**src/rtl/igp_pkg.sv**
```systemverilog
// Package: timing constants and types for the inverter gate-drive host controller
package igp_pkg;
  localparam int unsigned CLK_FREQ_MHZ = 200;
  // Leg blocking gap, least on pulse and least off pulse, in nanoseconds
  localparam int unsigned LEG_BLOCKING_GAP_NS = 2500;
  localparam int unsigned MIN_ON_PULSE_NS = 1000;
  localparam int unsigned MIN_OFF_PULSE_NS = 2000;
  // Least times round up to whole cycles
  localparam int unsigned GAP_CYC = (LEG_BLOCKING_GAP_NS * CLK_FREQ_MHZ + 999) / 1000;
  localparam int unsigned ON_CYC = (MIN_ON_PULSE_NS * CLK_FREQ_MHZ + 999) / 1000;
  localparam int unsigned OFF_CYC = (MIN_OFF_PULSE_NS * CLK_FREQ_MHZ + 999) / 1000;
  localparam int unsigned CNT_W = 10;
  localparam int unsigned NUM_PHASE = 3;
  localparam logic [CNT_W-1:0] CNT_ZERO = 10'h000;
  localparam logic [CNT_W-1:0] CNT_ONE = 10'h001;
  typedef enum logic [1:0] {
    IGP_OFF,
    IGP_HIGH_ON,
    IGP_LOW_ON
  } igp_leg_e;
endpackage

```
**src/rtl/igp_ctrl.sv**
```systemverilog
// Host controller driving the six switch inputs and watching the fault line
module igp_ctrl
  import igp_pkg::*;
(
  // Clock and reset
  input wire logic REF_CLK,
  input wire logic RESETN,
  // Modulator requests, one high and one low per phase
  input wire logic [NUM_PHASE-1:0] HIGH_REQ,
  input wire logic [NUM_PHASE-1:0] LOW_REQ,
  // Software stop
  input wire logic STOP,
  // Device fault line, open drain
  input wire logic FAULT_OUT_N,
  // Per-phase overcurrent comparator results
  input wire logic [NUM_PHASE-1:0] OVERCURRENT_CMP,
  // Switch inputs to the device, active high
  output logic [NUM_PHASE-1:0] HIGH_IN,
  output logic [NUM_PHASE-1:0] LOW_IN,
  // Combined trip sense to the device
  output logic OVERCURRENT_SENSE_IN,
  // Fault status seen by the controller
  output logic FAULT_SEEN
);
  logic [2:0] fault_sync_r;
  logic fault_act_r;
  logic halt;
  logic [NUM_PHASE-1:0] high_on;
  logic [NUM_PHASE-1:0] low_on;
  // The cycle in which a pin rises adds one more, so both limits stop one short
  localparam logic [CNT_W-1:0] GAP_FULL = CNT_W'(GAP_CYC - 1);
  localparam logic [CNT_W-1:0] ON_FULL = CNT_W'(ON_CYC - 1);
  logic [NUM_PHASE-1:0] gap_ok;
  logic [NUM_PHASE-1:0] on_ok;
  logic [NUM_PHASE-1:0] run_mask;

  // ----------------------------------------
  // Fault line sampling
  // ----------------------------------------
  // Three stages; a level counts once stages two and three agree
  always_ff @(posedge REF_CLK or negedge RESETN) begin
    if (!RESETN) begin
      fault_sync_r <= 3'h7;
    end else begin
      fault_sync_r <= {fault_sync_r[1:0], FAULT_OUT_N};
    end
  end

  always_ff @(posedge REF_CLK or negedge RESETN) begin
    if (!RESETN) begin
      fault_act_r <= 1'b0;
    end else if (fault_sync_r[2] == fault_sync_r[1]) begin
      fault_act_r <= !fault_sync_r[2];
    end
  end

  // Fault pulse means low sides are already forced off; stop driving too
  assign halt = fault_act_r || STOP;
  assign run_mask = {NUM_PHASE{!halt}};

  // ----------------------------------------
  // Phase legs
  // ----------------------------------------
  genvar g;
  generate
    for (g = 0; g < NUM_PHASE; g++) begin : g_leg
      igp_leg u_leg (
        .clk(REF_CLK),
        .rst_n(RESETN),
        .req_high(HIGH_REQ[g]),
        .req_low(LOW_REQ[g]),
        .halt(halt),
        .high_on_r(high_on[g]),
        .low_on_r(low_on[g])
      );
    end
  endgenerate

  // ----------------------------------------
  // Pin-level supervisor
  // ----------------------------------------
  // Second guard behind the legs: a leg fault cannot cut a gap, or an on pulse unless it raises the opposite side
  generate
    for (g = 0; g < NUM_PHASE; g++) begin : g_sup
      logic [CNT_W-1:0] idle_cnt_r;
      logic [CNT_W-1:0] on_cnt_r;
      logic leg_busy;

      assign leg_busy = high_on[g] || low_on[g] || HIGH_IN[g] || LOW_IN[g];

      always_ff @(posedge REF_CLK or negedge RESETN) begin
        if (!RESETN) begin
          idle_cnt_r <= GAP_FULL;
        end else if (leg_busy) begin
          idle_cnt_r <= CNT_ZERO;
        end else if (idle_cnt_r != GAP_FULL) begin
          idle_cnt_r <= idle_cnt_r + CNT_ONE;
        end
      end

      always_ff @(posedge REF_CLK or negedge RESETN) begin
        if (!RESETN) begin
          on_cnt_r <= CNT_ZERO;
        end else if (!(HIGH_IN[g] || LOW_IN[g])) begin
          on_cnt_r <= CNT_ZERO;
        end else if (on_cnt_r != ON_FULL) begin
          on_cnt_r <= on_cnt_r + CNT_ONE;
        end
      end

      assign gap_ok[g] = (idle_cnt_r == GAP_FULL);
      assign on_ok[g] = (on_cnt_r == ON_FULL);
    end
  endgenerate

  // ----------------------------------------
  // Pin drive
  // ----------------------------------------
  // high requests on
  always_ff @(posedge REF_CLK or negedge RESETN) begin
    if (!RESETN) begin
      HIGH_IN <= '0;
      LOW_IN <= '0;
    end else begin
      HIGH_IN <= (high_on & ~low_on & (HIGH_IN | gap_ok))
        | (HIGH_IN & ~low_on & ~on_ok & run_mask);
      LOW_IN <= (low_on & ~high_on & (LOW_IN | gap_ok))
        | (LOW_IN & ~high_on & ~on_ok & run_mask);
    end
  end

  always_ff @(posedge REF_CLK or negedge RESETN) begin
    if (!RESETN) begin
      OVERCURRENT_SENSE_IN <= 1'b0;
    end else begin
      OVERCURRENT_SENSE_IN <= |OVERCURRENT_CMP;
    end
  end

  always_ff @(posedge REF_CLK or negedge RESETN) begin
    if (!RESETN) begin
      FAULT_SEEN <= 1'b0;
    end else begin
      FAULT_SEEN <= fault_act_r;
    end
  end
endmodule

```
**src/rtl/igp_leg.sv**
```systemverilog
// One phase leg: gap-safe gating of the requested high and low switch states
module igp_leg
  import igp_pkg::*;
(
  // Clock and reset
  input wire logic clk,
  input wire logic rst_n,
  // Request from the modulator, and halt on fault or software stop
  input wire logic req_high,
  input wire logic req_low,
  input wire logic halt,
  // Switch drives
  output logic high_on_r,
  output logic low_on_r
);
  igp_leg_e state_r;
  logic [CNT_W-1:0] cnt_r;
  logic cnt_done;

  assign cnt_done = (cnt_r == CNT_ZERO);

  // ----------------------------------------
  // Leg sequencer
  // ----------------------------------------
  always_ff @(posedge clk or negedge rst_n) begin
    if (!rst_n) begin
      state_r <= IGP_OFF;
      cnt_r <= CNT_ZERO;
    end else begin
      unique case (state_r)
        IGP_OFF: begin
          if (!cnt_done) begin
            cnt_r <= cnt_r - CNT_ONE;
          end else if (!halt && req_high && !req_low) begin
            state_r <= IGP_HIGH_ON;
            cnt_r <= CNT_W'(ON_CYC - 1);
          end else if (!halt && req_low && !req_high) begin
            state_r <= IGP_LOW_ON;
            cnt_r <= CNT_W'(ON_CYC - 1);
          end
        end
        IGP_HIGH_ON, IGP_LOW_ON: begin
          if (!cnt_done) begin
            cnt_r <= cnt_r - CNT_ONE;
          end
          // Halt overrides the on hold: protection first
          if (halt || (cnt_done && !((state_r == IGP_HIGH_ON) ? req_high : req_low))) begin
            state_r <= IGP_OFF;
            cnt_r <= CNT_W'(((GAP_CYC > OFF_CYC) ? GAP_CYC : OFF_CYC) - 1);
          end
        end
      endcase
    end
  end

  always_ff @(posedge clk or negedge rst_n) begin
    if (!rst_n) begin
      high_on_r <= 1'b0;
      low_on_r <= 1'b0;
    end else begin
      high_on_r <= (state_r == IGP_HIGH_ON) && !halt;
      low_on_r <= (state_r == IGP_LOW_ON) && !halt;
    end
  end
endmodule

```
**config.mk**
```make
export PLATFORM = sky130hd
export DESIGN_NAME = igp_ctrl
export DESIGN_NICKNAME = d
export VERILOG_FILES = /design/src/rtl/igp_pkg.sv /design/src/rtl/igp_ctrl.sv /design/src/rtl/igp_leg.sv
export SDC_FILE = /design/constraint.sdc
export NUM_CORES = 1
export LEC_CHECK = 0
export BUFFER_PORTS_ARGS = -buffer_cell sky130_fd_sc_hd__buf_2
export CORE_MARGIN = 2
export CORE_UTILIZATION = 40
export DETAILED_ROUTE_END_ITERATION = 12
export PLACE_DENSITY = 0.53
export RECOVER_POWER = 25
export SYNTH_ARGS = -nofsm -noshare
export SYNTH_HDL_FRONTEND = slang
export SYNTH_SLANG_ARGS = --single-unit
```
**constraint.sdc**
```tcl
create_clock -name REF_CLK -period 4.5 [get_ports REF_CLK]
set_input_delay 0.45 -clock REF_CLK [delete_from_list [all_inputs] [get_ports REF_CLK]]
set_output_delay 0.45 -clock REF_CLK [all_outputs]
set_load 0.05 [all_outputs]
```
# After elaboration in Yosys (flattened, before gate mapping)
# Index checks and enable logic that the tools add are counted.
# totals
ff_bits	114
input_bits	13
out_inout_bits	8
wordCells	202
# classes
addsub	9
eq_ne	37
n_mux	48
n_bitwise	17
reduce_logical	67
# op_table
operator	n
$mux W10	27
$add A10 B1 Y10 const B	6
$pmux W10 S2	3
$and A3 B3 Y3	10
$eq A10 B8 Y1 const B	3
$eq A10 B9 Y1 const B	3
$logic_not A10 Y1	3
$ne A10 B8 Y1 const B	3
$ne A10 B9 Y1 const B	3
$sub A10 B1 Y10 const B	3
$mux W2	12
$logic_and A1 B1 Y1	21
$ne A2 B1 Y1 const B	9
$logic_or A1 B1 Y1	16
$ne A4 B4 Y1 const B	3
$or A3 B3 Y3	4
$pmux W2 S2	3
$logic_not A1 Y1	11
$ne A3 B1 Y1 const B	3
$ne A3 B3 Y1 const B	3
$not A3 Y3	3
$reduce_and A3 Y1	3
$eq A2 B1 Y1 const B	3
$eq A2 B2 Y1 const B	3
7 further kinds	17

# Logic depth before layout (Yosys ltp)
# Gate-level depths: netlist (run 1).
# logic_depth
word_depth	8
ltp_mapped	7
mapped_depth_nobuf	7

# Hierarchy
# Synthesis (run 1) repeated with hierarchy kept, for this count alone.
# hier_totals
cells_unflattened	587
hier_area_um2	5906.9
# modules_own_cells
mod	instances	cells_per_inst	area_each_um2	seq_area_each_um2
igp_ctrl	1	330	3362.0	1831.8
igp_leg (g_leg[0].u_leg ...)	2	86	874.6	350.3
igp_leg (g_leg[2].u_leg)	1	85	795.8	350.3

# Worst setup path after synthesis (run 1)
# No wires, ideal clock.
# synth_timing
path_kind	reg-to-reg
from	register g_leg[1].u_leg.cnt_r[0]
to	register g_leg[1].u_leg.state_r[0]
setup_time_ns	0.121
arrival_time_ns	2.094
required_ns	4.379
slack_ns	2.286
path_stages_with_launch	8
n_path_buf	0
synth_period_minus_slack_ns	2.214
cell_sequence	dfrtp_1 inv_1 ha_1 nor3b_1 nand2_1 or4_1 a31o_2 a22o_1
# synth_via
elab_chain_len	5
word_cells_on_any_way	6
classes_between	2 x eq/ne; 4 x reduce/logical
# synth_rtl
element	line	text
from (decl)	igp_leg.sv:17	logic [CNT_W-1:0] cnt_r;
from (signal assigned)	igp_leg.sv:33	cnt_r <= cnt_r - CNT_ONE;
from (signal assigned)	igp_leg.sv:36	cnt_r <= CNT_W'(ON_CYC - 1);
from (signal assigned)	igp_leg.sv:39	cnt_r <= CNT_W'(ON_CYC - 1);
$logic_not A10 Y1 (*)	igp_leg.sv:20	assign cnt_done = (cnt_r == CNT_ZERO);
$logic_and A1 B1 Y1	igp_leg.sv:47	if (halt || (cnt_done && !((state_r == IGP_HIGH_ON) ? req_high : req_low))) begin
$logic_or A1 B1 Y1	igp_leg.sv:47	
$ne A2 B1 Y1 (no line)	n/a	
$reduce_and A3 Y1 (no line) (*)	n/a	
to (signal assigned)	igp_leg.sv:35	state_r <= IGP_HIGH_ON;
to (signal assigned)	igp_leg.sv:38	state_r <= IGP_LOW_ON;
to (signal assigned)	igp_leg.sv:48	state_r <= IGP_OFF;
to (decl)	igp_leg.sv:16	igp_leg_e state_r;
# Every way passes the cells marked *; elsewhere a longest branch is shown, timed or not.
# A chain may end at the register's enable or synchronous reset.

==> results of run 1 <==
-- area by class of cell --
| class | count | area (um^2) |
|---|---|---|
| Fill cell | 1298 | 7340 |
| Clock buffer | 27 | 513 |
| Timing Repair Buffer | 24 | 129 |
| Clock inverter | 5 | 50.0 |
| Multi-Input combinational cell | 444 | 2730 |
| Tap cell | 180 | 225 |
| Sequential cell | 114 | 2880 |
| Inverter | 17 | 63.8 |
-- Yosys cell counts, types with 2 or more instances --
library cell | count | area [um^2]
o31ai_1 | 3 | 22.5
a22oi_1 | 2 | 15.0
a32o_1 | 2 | 20.0
xor2_1 | 38 | 333
nor3_1 | 30 | 150
nand3_1 | 30 | 150
mux2_2 | 3 | 33.8
a22o_1 | 2 | 17.5
mux2i_1 | 11 | 110
nand3b_1 | 4 | 30.0
nand4_1 | 8 | 50.1
o2bb2ai_1 | 2 | 17.5
inv_1 | 17 | 63.8
or3_1 | 13 | 81.3
buf_2 | 2 | 10.0
nand2b_1 | 3 | 18.8
ha_1 | 18 | 225
a21oi_1 | 34 | 170
nor3b_1 | 4 | 30.0
nor4_1 | 6 | 37.5
and4_1 | 4 | 35.0
and2_1 | 7 | 43.8
or4_1 | 8 | 60.1
a211oi_1 | 2 | 15.0
o211ai_1 | 5 | 37.5
dfstp_2 | 24 | 631
nor2_1 | 84 | 315
nor4b_1 | 2 | 17.5
a311oi_1 | 2 | 17.5
o21ai_0 | 28 | 140
clkbuf_1 | 8 | 30.0
dfrtp_1 | 90 | 2250
or2_2 | 3 | 18.8
xnor2_1 | 15 | 131
a32oi_1 | 2 | 17.5
nand2_1 | 47 | 176
or4b_1 | 2 | 20.0
and3_1 | 5 | 31.3
-- where the power goes --
| group | total [W] | switching (W) | internal (W) | leakage, nW |
|---|---|---|---|---|
| Sequential | 0.00142 | 0.000185 | 0.00124 | 1.38 |
| Combinational | 0.000731 | 0.000420 | 0.000310 | 1.04 |
| Clock | 0.00126 | 0.000429 | 0.000827 | 0.281 |
| Total | 0.00341 | 0.00103 | 0.00238 | 2.70 |
-- stage by stage --
stage,utilization (%),cells,setup WS (ps)
5_1_grt,47.3,811,1350
6_report,47.3,811,1910
4_1_cts,47.4,811,2040
3_5_place_dp,43.3,778,2070
3_3_place_gp,43.3,778,2090
2_1_floorplan,-,585,2290
-- registers in the layout, indices dropped and copies added (netlist names) --
name and count:
FAULT_SEEN 1, OVERCURRENT_SENSE_IN 1, g_leg.u_leg.high_on_r 3, HIGH_IN 3, g_leg.u_leg.low_on_r 3, g_leg.u_leg.cnt_r 30
fault_sync_r 3, g_leg.u_leg.state_r 6, fault_act_r 1, LOW_IN 3, g_sup.on_cnt_r 30, g_sup.idle_cnt_r 30
-- worst max path at each step --
stage / start / endpoint / depth (start not counted)
floorplan: g_leg[1].u_leg.cnt_r[0] / g_leg[1].u_leg.state_r[0] / 7
global placement: g_leg[1].u_leg.cnt_r[0] / g_leg[1].u_leg.state_r[0] / 7
detailed placement: g_leg[2].u_leg.cnt_r[1] / g_leg[2].u_leg.cnt_r[7] / 7
CTS: g_leg[1].u_leg.cnt_r[0] / g_leg[1].u_leg.state_r[0] / 7
global route: RESETN / g_sup[0].idle_cnt_r[2] / 3
finish: RESETN / g_sup[0].idle_cnt_r[2] / 3
-- routing by layer --
layer | wire length (um) | vias up | track usage, % | share of wire (%)
met4 | 152 | 0 | 6.39 | 1.4
met1 | 5270 | 2099 | 21.7 | 48
met3 | 328 | 13 | 4.80 | 3.0
met5 | 0 | - | 0 | 0
li1 | - | 2142 | - | -
met2 | 5230 | 53 | 25.7 | 48
-- worst register-to-register path: stages (launching register included) --
cell and delay, ps:
dfrtp_1 390, inv_1 100, ha_1 190, nor3b_1 510
nand3_1 370, o31a_1 390, a31o_2 230, a22o_1 180
-- cells by family after synthesis --
group | count (synthesis) | share of synthesized area, %
and+or+nand+nor | 265 | 22.9
muxes | 14 | 2.52
AOI/OAI and AO/OA | 94 | 10.2
xor gates and xnor gates | 53 | 8.12
DFF | 114 | 50.4
buffers and inverters | 27 | 1.82
adders and majority gates | 18 | 3.94
==> summary.txt, run 1 <==
Clocking
  • # Post-CTS Setup Buffers: 0
  • Clock Sinks: 114
  • Cts hold-fix bufs: 1
  • Clock Tree Root: clkbuf_16
  • H-tree level count: 4
  • Clock buffer depth: 2
  • CTS tree: yes
  • Resized Gates After CTS: 0
  • Clock Latency Late Sink: 410 ps
  • Clk slew on worst S/H paths: 50 ps
  • Clock buffer count from CTS: 17

Critical path
  • Largest stage delay, worst path: 1320 ps
  • Crit path arrival time: 3060 ps
  • Crit. End Element: async pin
  • R2R setup slack: 2050 ps
  • WS Path Type: in2async
  • Startpoint types: input pin
  • Slowest cell on crit path: clkbuf_1
  • Cell family with most CP delay: buffers and inverters
  • Reg2Reg Depth: 7
  • Buffer and inverter count on the worst path: 3
  • Critical path data required time: 4970 ps
  • Worst path cell trace: dlygate4sd3_1 -> clkbuf_1 -> buf_4
  • CP Max Fanout: 52
  • Reg-to-Reg End: g_leg[1].u_leg.state_r[0]
  • Worst reg2reg startpoint: g_leg[1].u_leg.cnt_r[0]

Floorplan
  • Die Ht: 124 um
  • I/O Pins: 21
  • Core area: 0.0139 mm^2
  • Die W: 124 um
  • Starting density of the core: 41.0%
  • Row count: 43
  • Die area: 0.0153 mm^2

Status
  • Status: complete, but fails checks
  • Failing checks: capacitance limit, slew limit

Logic synthesis
  • Sequential area share after synthesis: 50.4%
  • Ys async rst share: 100%
  • Mapped Nets: 616
  • Mapped Area: 0.00572 mm^2
  • Flops & latches, synth: 114
  • Main flop type after synthesis: dfrtp_1
  • Number of flops mapped to enable cells by yosys: 0
  • Synth Instances: 585
  • Ys Warns: 0
  • Distinct cells, synth: 53
  • Syn Area/Cell: 9.77 um^2

Pwr
  • Cell area power density: 517 mW/mm^2
  • Leak: 2.70 nW
  • Worst VDD drop: 227 uV
  • Design Power: 0.00341 W

Hold path
  • Hold endpoint: fault_sync_r[0]
  • Hold Crit Start: FAULT_OUT_N
  • Min-delay worst type: in2reg
  • Hold Path Depth: 1

STA
  • RSZ-0062 raised after global routing: false
  • Max Clock Skew: 7.06 ps
  • Hold slack: 140 ps
  • Max Slew Vio Count: 35
  • Setup_tns: 0 ps
  • Final Hold Viols: 0
  • Final setup fails: 0
  • Relative slew slack: -22.9%
  • FMAX: 0.387 GHz
  • Final Cycle Share: 57.5%
  • Slew @ Worst Pin: 1840 ps
  • Fin crit period: 2590 ps

Placed design
  • Placer Congestion: 0.864
  • HPWL Detailed: 7470 um
  • DP Area: 0.00603 mm^2
  • I/O Buffers: 20

Cells and area
  • Design Area, Final: 0.00659 mm^2
  • Ant. Diodes: 0
  • Area delta synth->final: 15.3%
  • Most frequent cells in the layout: dfrtp_1 (90), nor2_1 (84), nand2_1 (47), xor2_1 (38), a21oi_1 (34)
  • Fin nets: 649
  • Most common cell after layout, fill and taps aside: dfrtp_1
  • Layout cells sized above 1: 13.2%

Detailed routing
  • Via-to-Cell Ratio: 5.31
  • Avg WL per Cell: 13.5 um
  • Drt total wl: 11000 um
  • DR DRC count: 0
  • Total number of vias: 4307
  • Drt initial violations: 227
  • Post-route ant nets: 0
  • First-pass DRT Iterations: 4

Global route
  • Initial antenna violation count: 0
  • Vias in the first global route: 4314
  • Largest net degree at the start of global routing: 53
  • Tot GR Track Use: 16.5%
  • GRT overflow: 0
  • First-pass GRT wire length: 19800 um

Job
  • Max Cap Violations: 1
No activity file was read; power rests on OpenSTA's default activity.
==> run 2: changes to the inputs <==
ABC_AREA = 1   (was default)
clock period = 2.5 ns   (was 4.5 ns; I/O delays follow)
==> run 2 against run 1 <==
Against the previous run: the flow now finishes without violations; hold slack worse by 110 ps; flip-flop and latch count did not move; final cell count is 20% higher; clock skew increased by 2.5 ps; sequential share of layout area fell by 2.7 points; clock power increased by 130%; first-iteration DRC count rose by 62%; global-route usage down 0.81 points; via count is 10% higher; critical path type is now reg2reg; synthesized area rose by 4.0%; critical path depth rose by 4.
==> summary.txt, run 2 <==
Status
  • Status: finished, final reports clean (was complete, but fails checks)

Hold path
  • Hold Path Depth: 2 (was 1)
  • Min-delay worst type: in2reg (unchanged)
  • Hold endpoint: OVERCURRENT_SENSE_IN (was fault_sync_r[0])
  • Hold Crit Start: OVERCURRENT_CMP[2] (was FAULT_OUT_N)

Logic synthesis
  • Most instantiated cells after synthesis: nand2_1 (132), inv_1 (98), nor2_1 (95), dfrtp_1 (90) (was dfrtp_1 (90), nor2_1 (84), nand2_1 (47), xor2_1 (38), a21oi_1 (34))
  • Synth area leaders: dfrtp_1 (38%), dfstp_2 (11%), nand2_1 (8.3%) (was dfrtp_1 (39%), dfstp_2 (11%), xor2_1 (5.8%))
  • Ys Warns: 0 (unchanged)
  • Ys async rst share: 100% (unchanged)
  • Main flop type after synthesis: dfrtp_1 (unchanged)
  • Yosys top cell area share: 37.9% (was 39.4%)
  • Flops & latches, synth: 114 (unchanged)
  • Number of flops mapped to enable cells by yosys: 0 (unchanged)
  • Mapped Nets: 762 (was 616)
  • Synth Instances: 731 (was 585)
  • Cell with the most instances after synthesis: nand2_1 (was dfrtp_1)
  • Post-synth top area cell: dfrtp_1 (unchanged)
  • Syn Area/Cell: 8.13 um^2 (was 9.77 um^2)
  • Distinct cells, synth: 36 (was 53)
  • Mapped Area: 0.00594 mm^2 (was 0.00572 mm^2)
  • Sequential area share after synthesis: 48.5% (was 50.4%)

Pwr
  • Combinational Power Share: 9.1% (was 21.4%)
  • Worst VDD drop: 478 uV (was 227 uV)
  • Sw Share: 23.7% (was 30.3%)
  • Cell area power density: 804 mW/mm^2 (was 517 mW/mm^2)
  • Switch Pwr: 0.00134 W (was 0.00103 W)
  • Cell Int Power: 0.00431 W (was 0.00238 W)
  • Leak: 3.33 nW (was 2.70 nW)
  • Seq pwr share: 40.5% (was 41.7%)
  • Clock share of power: 50.5% (was 36.9%)

STA
  • Setup_tns: 0 ps (unchanged)
  • Final Cycle Share: 75.4%
  • Max Slew Vio Count: 0 (was 35)
  • Relative slew slack: 10.9% (was -22.9%)
  • Final setup fails: 0 (unchanged)
  • Max Clock Skew: 9.56 ps (was 7.06 ps)
  • FMAX: 0.531 GHz
  • Fin crit period: 1880 ps
  • RSZ-0062 raised after global routing: false (unchanged)
  • Final Hold Viols: 0 (unchanged)
  • Slew @ Worst Pin: 1340 ps (was 1840 ps)

Critical path
  • WS Path Type: reg2reg (was in2async)
  • Reg2Reg Depth: 7 (unchanged)
  • R2R setup slack: 620 ps (was 2050 ps)
  • Crit. End Element: register (was async pin)
  • Startpoint types: register (was input pin)
  • Setup crit start: fault_act_r (was RESETN)
  • Crit path arrival time: 2180 ps (was 3060 ps)
  • Reg-to-Reg End: g_leg[1].u_leg.cnt_r[0] (was g_leg[1].u_leg.state_r[0])
  • CP Max Fanout: 17 (was 52)
  • Worst reg2reg startpoint: fault_act_r (was g_leg[1].u_leg.cnt_r[0])
  • Critical path data required time: 2800 ps (was 4970 ps)

Detailed routing
  • Metal1 wirelength: 5770 um (was 5270 um)
  • Via-to-Cell Ratio: 4.89 (was 5.31)
  • DR DRC count: 0 (unchanged)
  • Drt total wl: 11400 um (was 11000 um)
  • Avg WL per Cell: 11.8 um (was 13.5 um)
  • Routed met2 length: 5160 um (was 5230 um)
  • First-pass DRT Iterations: 5 (was 4)
  • Met3 routed WL: 416 um (was 328 um)
  • Total number of vias: 4749 (was 4307)
  • Post-route ant nets: 0 (unchanged)
  • Highest metal used: met4 (unchanged)
  • Drt initial violations: 368 (was 227)

Placed design
  • DP Area: 0.00631 mm^2 (was 0.00603 mm^2)
  • HPWL Detailed: 8260 um (was 7470 um)
  • Placed cell count: 937 (was 778)
  • Placer Congestion: 0.798 (was 0.864)
  • I/O Buffers: 20 (unchanged)

Clocking
  • Clock buffer count from CTS: 17 (unchanged)
  • Clock buffer depth: 2 (unchanged)
  • Clock Tree Root: clkbuf_16 (unchanged)
  • Resized Gates After CTS: 0 (unchanged)
  • Clock Sinks: 114 (unchanged)
  • CTS tree: yes (unchanged)
  • H-tree level count: 4 (unchanged)
  • Clk slew on worst S/H paths: 50 ps (about the same)
  • Clock Latency Late Sink: 410 ps (about the same)

Cells and area
  • Ant. Diodes: 0 (unchanged)
  • Area delta synth->final: 18.2% (was 15.3%)
  • Finished Core Util: 48.3% (was 47.3%)
  • Layout cells sized above 1: 13.7% (was 13.2%)
  • Most frequent cells in the layout: nand2_1 (132), inv_1 (98), nor2_1 (95), dfrtp_1 (90) (was dfrtp_1 (90), nor2_1 (84), nand2_1 (47), xor2_1 (38), a21oi_1 (34))
  • Most common cell after layout, fill and taps aside: nand2_1 (was dfrtp_1)
  • Design Area, Final: 0.00702 mm^2 (was 0.00659 mm^2)
  • Largest regs: g_leg.u_leg.cnt_r: 30 flops, g_sup.idle_cnt_r: 30 flops, g_sup.on_cnt_r: 30 flops (unchanged)
  • Fin nets: 805 (was 649)
  • Fin cells: 971 (was 811)

Floorplan
  • Die Ht: 126 um (was 124 um)
  • Die W: 126 um (was 124 um)
  • Row count: 44 (was 43)
  • I/O Pins: 21 (unchanged)
  • Die area: 0.0158 mm^2 (was 0.0153 mm^2)
  • Starting density of the core: 40.9% (was 41.0%)
  • Core area: 0.0145 mm^2 (was 0.0139 mm^2)

Global route
  • Largest net degree at the start of global routing: 49 (was 53)
  • Vias in the first global route: 4537 (was 4314)
  • Tot GR Track Use: 15.7% (was 16.5%)
  • GRT overflow: 0 (unchanged)
  • First-pass GRT wire length: 20500 um (was 19800 um)
  • Initial antenna violation count: 0 (unchanged)

Job
  • Max Cap Violations: 0 (was 1)
-- run 2: area by class of cell --
type	count	area, um^2
inverter	103	388
multi-input combinational	511	2660
fill	1413	7510
timing repair buffer	27	168
tap	184	230
sequential	114	2880
clock buffer	18	439
clock inverter	14	259
-- run 2: worst max-delay path by stage --
stage / to / slack [ps] / cells past startpoint
after floorplan: g_leg[2].u_leg.cnt_r[0] / 980 / 7
after global placement: g_leg[1].u_leg.cnt_r[0] / 750 / 8
after detailed placement: g_leg[1].u_leg.cnt_r[1] / 690 / 7
after CTS: g_leg[1].u_leg.cnt_r[0] / 670 / 7
after global routing: g_leg[1].u_leg.cnt_r[0] / 440 / 7
final: g_leg[1].u_leg.cnt_r[0] / 620 / 7
-- run 2: power by group through the flow --
stage          combinational, W  sequential (W)  clock, W
2_1_floorplan          0.000376         0.00229         0
3_3_place_gp           0.000501         0.00231         0
3_5_place_dp           0.000519         0.00231         0
4_1_cts                0.000521         0.00229   0.00292
5_1_grt                0.000605         0.00232   0.00302
6_report               0.000512         0.00229   0.00285
-- run 2: logic make-up (layout without fill, tap and decap cells) --
group / Yosys count / count (layout) / synth area share (%)
simple gates: 359 / 359 / 27.4
flops: 114 / 114 / 48.5
compound gates: 107 / 107 / 9.54
buf+inv: 106 / 162 / 6.80
xor+xnor: 27 / 27 / 3.98
fa+ha+maj: 18 / 18 / 3.79
-- run 2: timing repair --
action | 4_1_cts | 5_1_grt
hold buffers | 2 | 0
buffers inserted | 0 | 0
endpoints found under the hold margin | 20 | 0
-- run 2: worst max-delay path, stage by stage (launching register included) --
cell and delay (ps):
dfrtp_1 390, nor2_2 520, nand2_1 130, o21ai_0 260, nand3b_1 170, nand2_2 160, nand2_1 90, nand2_1 50
-- run 2: per-layer routing --
metal | vias to the layer above | track usage [%]
met4 | 0 | 5.43
met2 | 66 | 23.8
met3 | 8 | 4.63
met1 | 2204 | 21.5
met5 | - | 0
li1 | 2471 | -
-- run 2: stage by stage --
step | total power, W | setup slack [ps] | hold WS, ps
after global placement | 0.00281 | 745 | 180
after global routing | 0.00594 | 435 | 19.4
after detailed placement | 0.00283 | 691 | 175
after CTS | 0.00572 | 668 | 11.8
final | 0.00565 | 616 | 34.4
after floorplan | 0.00266 | 978 | -45.6
==> run 3: changes to the inputs <==
PLACE_DENSITY = 0.55   (was 0.53)
clock period = 1.6 ns   (was 2.5 ns; I/O delays follow)
==> run 3 against run 2 <==
Against the previous run: sequential power up 57%; critical path depth up 1; final cell count up 3.4%; via count up 3.8%; global-route usage about the same; clock skew down 4.9 ps; critical endpoint is now g_leg[1].u_leg.cnt_r[1].
==> summary.txt, run 3 (synthesis gave the netlist of run 2 again) <==
STA
  • Hold slack: 72.5 ps (was 34.4 ps)
  • Slew @ Worst Pin: 1000 ps (was 1340 ps)
  • Relative slew slack: 33.1% (was 10.9%)
  • Fin crit period: 1590 ps (was 1880 ps)
  • FMAX: 0.627 GHz (was 0.531 GHz)
  • Final Hold Viols: 0 (unchanged)
  • Final Cycle Share: 99.6% (was 75.4%)
  • Max Clock Skew: 4.65 ps (was 9.56 ps)
  • Setup_tns: 0 ps (unchanged)
  • Max Slew Vio Count: 0 (unchanged)
  • Final setup fails: 0 (unchanged)
  • RSZ-0062 raised after global routing: true (was false)

Critical path
  • Slowest cell on crit path: dfrtp_1 (was nor2_2)
  • Worst path cell trace: nor2_1 -> inv_1 -> nor3_4 -> nand4_1 -> nand2_4 -> inv_2 -> nand2_1 -> nand2_1 (was nor2_2 -> nand2_1 -> o21ai_0 -> nand3b_1 -> nand2_2 -> nand2_1 -> nand2_1)
  • Setup crit start: g_leg[1].u_leg.cnt_r[8] (was fault_act_r)
  • Crit path arrival time: 1900 ps (was 2180 ps)
  • CP Max Fanout: 5 (was 17)
  • Crit. End Element: register (unchanged)
  • Startpoint types: register (unchanged)
  • Top cell by count, worst path: nand2_1 (unchanged)
  • Buffer and inverter count on the worst path: 2 (was 0)
  • Critical path data required time: 1910 ps (was 2800 ps)
  • Cell family with most CP delay: simple AND/OR/NAND/NOR gates (unchanged)
  • R2R setup slack: 6 ps (was 620 ps)
  • Worst reg2reg startpoint: g_leg[1].u_leg.cnt_r[8] (was fault_act_r)
  • Reg-to-Reg End: g_leg[1].u_leg.cnt_r[1] (was g_leg[1].u_leg.cnt_r[0])
  • WS Path Type: reg2reg (unchanged)
  • Largest stage delay, worst path: 400 ps (was 520 ps)
  • Reg2Reg Depth: 8 (was 7)

Clocking
  • Clock Latency Late Sink: 410 ps (about the same)
  • Clock Sinks: 114 (unchanged)
  • Clk slew on worst S/H paths: 50 ps (about the same)
  • Clock Tree Root: clkbuf_16 (unchanged)
  • CTS tree: yes (unchanged)
  • Clock buffer count from CTS: 17 (unchanged)
  • Clock buffer depth: 2 (unchanged)
  • H-tree level count: 4 (unchanged)

Global route
  • Initial antenna violation count: 0 (unchanged)
  • Tot GR Track Use: 15.6% (was 15.7%)
  • Largest net degree at the start of global routing: 114 (was 49)
  • GRT overflow: 0 (unchanged)
  • First-pass GRT wire length: 20400 um (was 20500 um)
  • Vias in the first global route: 4637 (was 4537)

Floorplan
  • I/O Pins: 21 (unchanged)
  • Row count: 44 (unchanged)
  • Die area: 0.0158 mm^2 (unchanged)
  • Die W: 126 um (unchanged)
  • Die Ht: 126 um (unchanged)
  • Starting density of the core: 40.9% (unchanged)
  • Core area: 0.0145 mm^2 (unchanged)

Detailed routing
  • First-pass DRT Iterations: 4 (was 5)
  • Post-route ant nets: 0 (unchanged)
  • Highest metal used: met4 (unchanged)
  • Avg WL per Cell: 12.2 um (was 11.8 um)
  • Metal1 wirelength: 5870 um (was 5770 um)
  • Drt total wl: 12200 um (was 11400 um)
  • Total number of vias: 4929 (was 4749)
  • DR DRC count: 0 (unchanged)
  • Met3 routed WL: 426 um (was 416 um)
  • Drt initial violations: 281 (was 368)
  • Routed met2 length: 5730 um (was 5160 um)
  • Via-to-Cell Ratio: 4.91 (was 4.89)

Cells and area
  • Most frequent cells in the layout: nand2_1 (125), inv_1 (92), dfrtp_1 (90), nor2_1 (87) (was nand2_1 (132), inv_1 (98), nor2_1 (95), dfrtp_1 (90))
  • Fin cells: 1004 (was 971)
  • Multi-input logic area: 0.00291 mm^2 (was 0.00266 mm^2)
  • Ant. Diodes: 0 (unchanged)
  • Fin nets: 839 (was 805)
  • Fillers: 1373 (was 1413)
  • Layout cells sized above 1: 21.7% (was 13.7%)
  • FF+latch area: 0.00288 mm^2 (unchanged)
  • Most common cell after layout, fill and taps aside: nand2_1 (unchanged)
  • Largest regs: g_leg.u_leg.cnt_r: 30 flops, g_sup.idle_cnt_r: 30 flops, g_sup.on_cnt_r: 30 flops (unchanged)
  • Finished Core Util: 51.1% (was 48.3%)
  • Area delta synth->final: 24.9% (was 18.2%)

Hold path
  • Min-delay worst type: in2async (was in2reg)

Placed design
  • Placed cell count: 950 (was 937)
  • Placer Congestion: 0.828 (was 0.798)
  • HPWL Detailed: 8140 um (was 8260 um)
  • I/O Buffers: 20 (unchanged)

Pwr
  • Cell area power density: 1110 mW/mm^2 (was 804 mW/mm^2)
  • Leak: 3.53 nW (was 3.33 nW)
  • Cell Int Power: 0.00616 W (was 0.00431 W)
  • Switch Pwr: 0.00209 W (was 0.00134 W)
  • Sw Share: 25.4% (was 23.7%)
  • Worst VDD drop: 694 uV (was 478 uV)
  • Combinational Power Share: 10.6% (was 9.1%)
  • Seq pwr share: 43.6% (was 40.5%)
  • Clock share of power: 45.8% (was 50.5%)

Status
  • Status: finished, final reports clean (unchanged)

Job
  • Max Cap Violations: 0 (unchanged)
run 3: changes by cell type in the layout (fill, tap and decap cells not counted), moves of 7 or more:
cell     change
nand2_1      -7
ha_1         -7
buf_4       +27
nor2_1       -8
run 3: final cells by class:
| cell class | count | share of cell area (%) |
|---|---|---|
| timing repair buffer | 58 | 5.70 |
| clock inverter | 5 | 1.01 |
| inverter | 103 | 5.24 |
| tap | 184 | 3.10 |
| clock buffer | 26 | 6.86 |
| multi-input combinational | 514 | 39.2 |
| sequential | 114 | 38.8 |
run 3: worst max path at each step:
stage | endpoint | slack (ps) | depth (start not counted)
after CTS | g_leg[1].u_leg.cnt_r[6] | 3 | 10
after detailed placement | g_leg[0].u_leg.cnt_r[1] | -60 | 10
final | g_leg[1].u_leg.cnt_r[1] | 6 | 8
after floorplan | g_leg[2].u_leg.cnt_r[0] | 80 | 7
after global routing | g_leg[1].u_leg.cnt_r[1] | -130 | 8
after global placement | g_leg[0].u_leg.cnt_r[6] | -30 | 10
run 3: metrics by stage:
step                setup slack, ps  total power [W]  cell area [um^2]
detailed placement            -57.0          0.00445              6420
floorplan                      78.0          0.00416              5940
global placement              -27.8          0.00441              6420
CTS                            3.21          0.00829              7070
finish                         6.36          0.00825              7420
global route                   -125          0.00865              7420
run 3: timing repair:
item / in CTS / in global routing
resized for setup: 7 / 59
setup buffers: 0 / 16
hold buffers: 4 / 0
endpoints found under the hold margin: 92 / 0
setup endpoints to repair: 13 / 46
cloned: 0 / 3
pin swaps: 0 / 28
run 3: power by group through the flow:
stage / sequential, W / clock [W] / combinational, W
3_5_place_dp: 0.00361 / 0 / 0.000836
5_1_grt: 0.00364 / 0.00399 / 0.00102
3_3_place_gp: 0.00361 / 0 / 0.000804
4_1_cts: 0.00358 / 0.00386 / 0.000847
2_1_floorplan: 0.00357 / 0 / 0.000587
6_report: 0.00359 / 0.00378 / 0.000876
run 3: per-layer routing:
metal / vias to the layer above / GRT usage [%]
met4: 0 / 5.75
met1: 2270 / 20.2
met3: 23 / 4.59
met2: 85 / 25.0
met5: - / 0
li1: 2551 / -
